`src/shared/sew_pkg.sv`:
```
// constants and types for the serial eeprom write path
package sew_pkg;
	localparam int          OPCODE_W       = 8;
	localparam int          ADDR_W         = 16;
	localparam int          DATA_W         = 8;
	localparam int          PAGE_BYTES     = 128;
	localparam int          PAGE_IDX_W     = 7;
	localparam int          LOW_ADDR_W     = 8;
	// opcode patterns with bit 3 masked out
	localparam logic [7:0]  OPC_MASK       = 8'hf7;
	localparam logic [7:0]  OPC_WRITE      = 8'h02;
	localparam logic [7:0]  OPC_EN_WRITES  = 8'h06;
	localparam logic [7:0]  OPC_DIS_WRITES = 8'h04;
	localparam logic [7:0]  OPC_STATUS_RD  = 8'h05;
	// protect level lower bounds
	localparam logic [15:0] PROT_QUARTER   = 16'hc000;
	localparam logic [15:0] PROT_HALF      = 16'h8000;
	localparam logic [1:0]  LVL_NONE       = 2'h0;
	localparam logic [1:0]  LVL_QUARTER    = 2'h1;
	localparam logic [1:0]  LVL_HALF       = 2'h2;
	localparam logic [1:0]  LVL_ALL        = 2'h3;
	localparam int          STAT_BUSY_BIT  = 0;
	localparam int          STAT_WEN_BIT   = 1;
	localparam int          STAT_BP0_BIT   = 2;
	localparam int          STAT_BP1_BIT   = 3;
	// self-timed cycle length
	localparam int          CLK_MHZ        = 125;
	localparam int          WRITE_TIME_US  = 10000;
	localparam int          WRITE_CYCLES   = WRITE_TIME_US * CLK_MHZ;
	typedef enum logic [2:0] {
		SEW_IDLE,
		SEW_OPCODE,
		SEW_ADDR,
		SEW_DATA,
		SEW_IGNORE,
		SEW_PROG
	} sew_state_t;
endpackage

```
`src/hdl/sew_write_path.sv`:
```
// spi eeprom write path: opcode decode, page buffer, protected self-timed programming
`timescale 1ns/1ps
`default_nettype none
module sew_write_path #(
	parameter int WRITE_CYCLES = sew_pkg::WRITE_CYCLES
) (
	input  wire logic        core_clk,
	input  wire logic        rst,
	input  wire logic        spi_clk,
	input  wire logic        chip_select_n,
	input  wire logic        spi_mosi,
	input  wire logic        protect_level_bit0,
	input  wire logic        protect_level_bit1,
	output var  logic        busy,
	output var  logic        write_enabled,
	output var  logic [7:0]  status,
	output var  logic        mem_we,
	output var  logic [15:0] mem_addr,
	output var  logic [7:0]  mem_data,
	output var  logic        status_read_cmd,
	output var  logic        write_dropped
);
	localparam int PB = sew_pkg::PAGE_BYTES;
	localparam int CW = $clog2(WRITE_CYCLES + 1);

	// ------------------------------------------------------------
	// state
	// ------------------------------------------------------------
	typedef struct packed {
		logic [2:0]              sck_s;   // sck sync pair plus history
		logic [2:0]              cs_s;
		logic [1:0]              mosi_s;
		logic [1:0]              bp0_s;
		logic [1:0]              bp1_s;
		sew_pkg::sew_state_t     st;
		logic [7:0]              shreg;
		logic [4:0]              bitcnt;
		logic [15:0]             addr;
		logic [15:0]             base;
		logic [PB-1:0]           vld;
		logic                    wel;
		logic [CW-1:0]           tmr;
		logic [6:0]              pidx;
		logic                    busy;
		logic [7:0]              status;
		logic                    mem_we;
		logic [15:0]             mem_addr;
		logic [7:0]              mem_data;
		logic                    srd;
		logic                    drop;
	} sew_reg_t;

	sew_reg_t   r;
	sew_reg_t   next_r;
	logic [7:0] page_buf [PB];        // byte buffer, kept outside the struct
	logic       buf_we;
	logic [6:0] buf_idx;
	logic [7:0] buf_wdata;

	// ------------------------------------------------------------
	// protection test
	// ------------------------------------------------------------
	function automatic logic is_protected(input logic [1:0] lvl, input logic [15:0] a);
		unique case (lvl)
			sew_pkg::LVL_NONE:    is_protected = 1'b0;
			sew_pkg::LVL_QUARTER: is_protected = (a >= sew_pkg::PROT_QUARTER);
			sew_pkg::LVL_HALF:    is_protected = (a >= sew_pkg::PROT_HALF);
			sew_pkg::LVL_ALL:     is_protected = 1'b1;
		endcase
	endfunction

	// ------------------------------------------------------------
	// next state
	// ------------------------------------------------------------
	always_comb begin
		logic       sck_rise;
		logic       cs_fall;
		logic       cs_rise;
		logic [7:0] byte_in;
		logic [7:0] opc;
		logic [15:0] pa;
		sck_rise  = 1'b0;
		cs_fall   = 1'b0;
		cs_rise   = 1'b0;
		byte_in   = 8'h00;
		opc       = 8'h00;
		pa        = 16'h0000;
		next_r    = r;
		buf_we    = 1'b0;
		buf_idx   = r.addr[sew_pkg::PAGE_IDX_W-1:0];
		buf_wdata = 8'h00;
		// only the second stage onward is looked at
		next_r.sck_s  = {r.sck_s[1:0], spi_clk};
		next_r.cs_s   = {r.cs_s[1:0], chip_select_n};
		next_r.mosi_s = {r.mosi_s[0], spi_mosi};
		next_r.bp0_s  = {r.bp0_s[0], protect_level_bit0};
		next_r.bp1_s  = {r.bp1_s[0], protect_level_bit1};
		sck_rise = r.sck_s[1] & ~r.sck_s[2];
		cs_fall  = ~r.cs_s[1] & r.cs_s[2];
		cs_rise  = r.cs_s[1] & ~r.cs_s[2];
		byte_in  = {r.shreg[6:0], r.mosi_s[1]};
		opc      = byte_in & sew_pkg::OPC_MASK;
		next_r.mem_we = 1'b0;
		next_r.srd    = 1'b0;
		next_r.drop   = 1'b0;
		unique case (r.st)
			sew_pkg::SEW_IDLE: begin
				if (cs_fall) begin
					next_r.st     = sew_pkg::SEW_OPCODE;
					next_r.bitcnt = 5'h00;
				end
			end
			sew_pkg::SEW_OPCODE: begin
				if (cs_rise) begin
					next_r.st = sew_pkg::SEW_IDLE;
				end else if (sck_rise) begin
					next_r.shreg  = byte_in;
					next_r.bitcnt = r.bitcnt + 5'h01;
					if (r.bitcnt == 5'h07) begin
						next_r.bitcnt = 5'h00;
						next_r.st     = sew_pkg::SEW_IGNORE;
						if (opc == sew_pkg::OPC_WRITE) begin
							next_r.st = sew_pkg::SEW_ADDR;
						end else if (opc == sew_pkg::OPC_EN_WRITES) begin
							next_r.wel = 1'b1;
						end else if (opc == sew_pkg::OPC_DIS_WRITES) begin
							next_r.wel = 1'b0;
						end else if (opc == sew_pkg::OPC_STATUS_RD) begin
							next_r.srd = 1'b1;
						end
					end
				end
			end
			sew_pkg::SEW_ADDR: begin
				if (cs_rise) begin
					next_r.st   = sew_pkg::SEW_IDLE;
					next_r.drop = 1'b1;
				end else if (sck_rise) begin
					next_r.addr   = {r.addr[14:0], r.mosi_s[1]};
					next_r.bitcnt = r.bitcnt + 5'h01;
					if (r.bitcnt == 5'(sew_pkg::ADDR_W - 1)) begin
						next_r.bitcnt = 5'h00;
						next_r.base   = {r.addr[14:0], r.mosi_s[1]};
						next_r.vld    = '0;
						next_r.st     = sew_pkg::SEW_DATA;
					end
				end
			end
			sew_pkg::SEW_DATA: begin
				if (cs_rise) begin
					// a partial byte at deselect is simply not kept
					if (r.wel && (r.vld != '0)) begin
						next_r.st   = sew_pkg::SEW_PROG;
						next_r.busy = 1'b1;
						next_r.tmr  = '0;
						next_r.pidx = 7'h00;
					end else begin
						next_r.st   = sew_pkg::SEW_IDLE;
						next_r.drop = 1'b1;
					end
				end else if (sck_rise) begin
					next_r.shreg  = byte_in;
					next_r.bitcnt = r.bitcnt + 5'h01;
					if (r.bitcnt == 5'h07) begin
						next_r.bitcnt = 5'h00;
						buf_we        = 1'b1;
						buf_wdata     = byte_in;
						next_r.vld[r.addr[sew_pkg::PAGE_IDX_W-1:0]] = 1'b1;
						next_r.addr   = {r.addr[15:8], r.addr[7:0] + 8'h01};
					end
				end
			end
			sew_pkg::SEW_IGNORE: begin
				if (cs_rise) begin
					next_r.st = sew_pkg::SEW_IDLE;
				end
			end
			sew_pkg::SEW_PROG: begin
				// busy ignores all serial commands except status read
				if (cs_fall) begin
					next_r.bitcnt = 5'h00;
				end else if (sck_rise && ~r.cs_s[1]) begin
					next_r.shreg  = byte_in;
					next_r.bitcnt = r.bitcnt + 5'h01;
					if (r.bitcnt == 5'h07) begin
						next_r.bitcnt = 5'h10;
						if (opc == sew_pkg::OPC_STATUS_RD) begin
							next_r.srd = 1'b1;
						end
					end
				end
				// one buffered byte per clock, protected ones skipped
				pa = {r.base[15:7], r.pidx};
				if (r.vld[r.pidx] && !is_protected({r.bp1_s[1], r.bp0_s[1]}, pa)) begin
					next_r.mem_we   = 1'b1;
					next_r.mem_addr = pa;
					next_r.mem_data = page_buf[r.pidx];
				end
				// the index wraps before the timer ends, so a byte is retired once sent
				next_r.vld[r.pidx] = 1'b0;
				next_r.pidx = r.pidx + 7'h01;
				next_r.tmr  = r.tmr + CW'(1);
				if (r.tmr >= CW'(WRITE_CYCLES - 1)) begin
					next_r.busy = 1'b0;
					next_r.wel  = 1'b0;
					next_r.st   = r.cs_s[1] ? sew_pkg::SEW_IDLE : sew_pkg::SEW_IGNORE;
				end
			end
			default: begin
				next_r.st = sew_pkg::SEW_IDLE;
			end
		endcase
		next_r.status = 8'h00;
		next_r.status[sew_pkg::STAT_BUSY_BIT] = next_r.busy;
		next_r.status[sew_pkg::STAT_WEN_BIT]  = next_r.wel;
		next_r.status[sew_pkg::STAT_BP0_BIT]  = next_r.bp0_s[1];
		next_r.status[sew_pkg::STAT_BP1_BIT]  = next_r.bp1_s[1];
		if (next_r.busy) begin
			next_r.status = 8'hff;
		end
	end

	// ------------------------------------------------------------
	// registers
	// ------------------------------------------------------------
	always_ff @(posedge core_clk) begin
		if (rst) begin
			r       <= '0;
			r.sck_s <= 3'h0;
			r.cs_s  <= 3'h7;
			r.st    <= sew_pkg::SEW_IDLE;
		end else begin
			r <= next_r;
		end
	end

	// page buffer write port
	always_ff @(posedge core_clk) begin
		if (buf_we) begin
			page_buf[buf_idx] <= buf_wdata;
		end
	end

	assign busy            = r.busy;
	assign write_enabled   = r.wel;
	assign status          = r.status;
	assign mem_we          = r.mem_we;
	assign mem_addr        = r.mem_addr;
	assign mem_data        = r.mem_data;
	assign status_read_cmd = r.srd;
	assign write_dropped   = r.drop;
endmodule
`default_nettype wire

```
`config.mk`:
```
export PLATFORM = sky130hd
export DESIGN_NAME = sew_write_path
export DESIGN_NICKNAME = d
export VERILOG_FILES = /design/src/shared/sew_pkg.sv /design/src/hdl/sew_write_path.sv
export SDC_FILE = /design/constraint.sdc
export NUM_CORES = 2
export LEC_CHECK = 0
export BUFFER_PORTS_ARGS = -buffer_cell sky130_fd_sc_hd__buf_2
export CAP_MARGIN = 20
export CORE_ASPECT_RATIO = 1.5
export CORE_MARGIN = 8
export CORE_UTILIZATION = 40
export CTS_CLUSTER_SIZE = 16
export DETAILED_ROUTE_END_ITERATION = 6
export PLACE_DENSITY = 0.63
export SLEW_MARGIN = 20
export SYNTH_ARGS = -nofsm -noshare
export SYNTH_HDL_FRONTEND = slang
export SYNTH_SLANG_ARGS = --single-unit
```
`constraint.sdc`:
```
create_clock -name core_clk -period 3.7 [get_ports core_clk]
set_input_delay 0.555 -clock core_clk [delete_from_list [all_inputs] [get_ports core_clk]]
set_output_delay 0.555 -clock core_clk [all_outputs]
set_load 0.005 [all_outputs]
```
==> qor.csv <==
metric;value;unit
status;finished clean;
cts repair resizes;0;
Buffers on Ports;43;
VDD IR max;0.000404;V
Initial Utilization;40.3;%
EDFF count, synth;1024;
r2r startpoint;r[36]$_SDFFE_PP0P_;
critical path, cell by cell;clkinv_1 > mux2_2 > o221ai_1 > a32o_1 > o311ai_2 > buf_4 > o21ai_0 > a21oi_1;
Warnings, synthesis;0;
worst min path class;primary input to flop;
Clock transition at path regs;0.06;ns
overall die height;459;um
drt first pass iters;5;
clock root cell;clkbuf_16;
worst skew pair latency;0.73;ns
placed insts;5302;
slowest stage delay, CP;0.89;ns
Worst EP arrival;4.01;ns
DR iter-0 viols;3320;
Core Util, Final;45.9;%
Worst path top cell family by delay;compound AO/OA/AOI/OAI gates;
# IOs;44;
Final Hold Fails;0;
maximum capacitance violations;0;
final wirelength;147;mm
Placer Congestion;0.936;
Mapped Area;52400;um^2
sequential fraction of the synthesis area;68.1;%
FF-to-FF path depth;8;
Final min period;3.45;ns
cell count after synthesis;3524;
remaining global-route overflow;0;
register bit total from synthesis;1270;
worst-path maximum fanout;34;
PD cells;455;nW/um^2
cell row count;162;
critical path type;flop to flop;
die width;312;um
setup TNS;0;ns
Max Buffers Root-to-Sink;3;
vias in the first global route;32378;
dpl ws;0.339;ns
die area;143000;um^2
postcts setup bufs;0;
hold-critical path endpoint;r[231]$_SDFFE_PP0P_;
critical path buffer and inverter count;2;
ys flop type;edfxtp_1;
Worst setup SP type;flop;
P_leak;16.6;nW
largest net degree at the start of global routing;185;
Worst R2R End;mem_addr[14]$_SDFFE_PP0P_;
CTS tree;built;
initial antenna violation count;2;
vias per cell;5.85;
via count;32250;
Num CTS Buffers;110;
Mapped Avg Cell Area;14.9;um^2
Critical Path RT;4.27;ns
commonest non-fill, non-tap cell in the layout;edfxtp_1;
reg2reg setup slack;0.25;ns
Syn-to-layout area delta;13.9;%
Slowest-stage cell, CP;dfxtp_2;
# setup viols final;0;
final cycle utilization of the critical path;93.1;%
worst setup margin;0.254;ns
relative slew slack;24.7;%
max-slew violations;0;
DRC viols;0;
remaining antenna violation count after routing;0;
f_max;290;MHz
Hold Crit Depth;2;
min-delay src;rst;
Tot GR Track Use;19.9;%
Post-synth ARST share;0;%
area of the core;130000;um^2
layout cells sized above 1;22.7;%
final net count;3711;
Routed wire per std cell;26.7;um
most frequent cells in the layout;edfxtp_1, a21oi_1, buf_4;
Synth Net Count;3538;
first-pass GRT wire length;215;mm
dpl hpwl;98.5;mm
hold buffers post-CTS;5;
final std cells w/o fill;5515;
Worst-Margin Slew;1.13;ns
Sink Count;1270;
Synth cell types;93;
unrepaired setup endpoints after global routing;no;
H-tree Lvls;3;
Critical Path Sink Type;flop;
Setup Skew;0.0310;ns
==> synthesized netlist by cell type (64+ instances only) <==
| cell | count | share of area, % |
|---|---|---|
| a21oi_1 | 332 | 3.2 |
| clkbuf_1 | 137 | 0.98 |
| dfxtp_1 | 246 | 9.4 |
| edfxtp_1 | 1024 | 59 |
| mux2_2 | 86 | 1.8 |
| mux2i_1 | 68 | 1.3 |
| mux4_2 | 210 | 9.0 |
| nand2_1 | 231 | 1.7 |
| nand3_1 | 64 | 0.61 |
| nor2_1 | 247 | 1.8 |
| o21ai_0 | 190 | 1.8 |
| o22ai_1 | 66 | 0.79 |
==> area by class of cell <==
class                      instances  area [um^2]
clock inverter                    72          792
multi-input combinational       1961        15300
timing repair buffer             335         2760
antenna                            1         2.50
inverter                          19         71.3
sequential                      1270        35700
tap                             1722         2150
fill                           11236        70300
clock buffer                     135         2870
==> how the worst max path moves through the flow <==
stage	start	endpoint	slack, ns	cells past startpoint
finish	r[36]$_SDFFE_PP0P_	mem_addr[14]$_SDFFE_PP0P_	0.25	8
global route	r[36]$_SDFFE_PP0P_	mem_addr[12]$_SDFFE_PP0P_	0.05	8
CTS	r[36]$_SDFFE_PP0P_	mem_addr[14]$_SDFFE_PP0P_	0.31	8
detailed placement	r[36]$_SDFFE_PP0P_	mem_addr[14]$_SDFFE_PP0P_	0.34	8
global placement	r[36]$_SDFFE_PP0P_	mem_addr[0]$_SDFFE_PP0P_	0.33	8
floorplan	r[238]$_SDFFE_PP0P_	page_buf[0][0]$_DFFE_PP_	0.81	7
==> power by group <==
group	leakage (nW)	internal [mW]	switching, mW
Combinational	5.19	0.0434	0.0906
Sequential	9.68	15.2	0.00937
Clock	1.77	6.53	5.27
Total	16.6	21.8	5.37
==> layer usage <==
| metal | up-vias | routed length (um) | global-route usage [%] |
|---|---|---|---|
| met5 | - | 0 | 0 |
| met4 | 0 | 10200 | 12.3 |
| met3 | 437 | 8630 | 2.88 |
| met2 | 1394 | 75200 | 35.3 |
| met1 | 16342 | 53200 | 22.7 |
| li1 | 14077 | - | - |
==> state kept, by name, indices dropped and copies added, names as in the netlist, named ones only <==
signal	cells
buf_idx	7
mem_addr	16
mem_data	8
mem_we	1
next_r	7
page_buf	1024
r	193
status	4
status_read_cmd	1
write_dropped	1
write_enabled	1
==> per-stage QoR <==
stage,total power [mW],hold slack (ns),cell area [um^2]
after floorplan,15.6,0.389,52400
after detailed placement,15.7,0.400,56000
after global placement,15.7,0.399,55900
final,27.2,0.138,59700
after CTS,27.3,0.0924,59700
after global routing,27.8,0.131,59700
==> kinds of logic (layout without fill, tap and decap cells) <==
kind of cell | count (synthesis) | in the layout | synth area share, %
multiplexers | 372 | 372 | 12.6
flip-flops | 1270 | 1270 | 68.1
buffers and inverters | 293 | 561 | 2.86
AO/OA/AOI/OAI | 768 | 768 | 8.64
XOR/XNOR | 17 | 17 | 0.284
other | 0 | 1 | 0
adder cells (fa/ha/maj) | 7 | 7 | 0.167
AND/OR/NAND/NOR | 797 | 797 | 7.38
(Power assumes the default switching activity.)
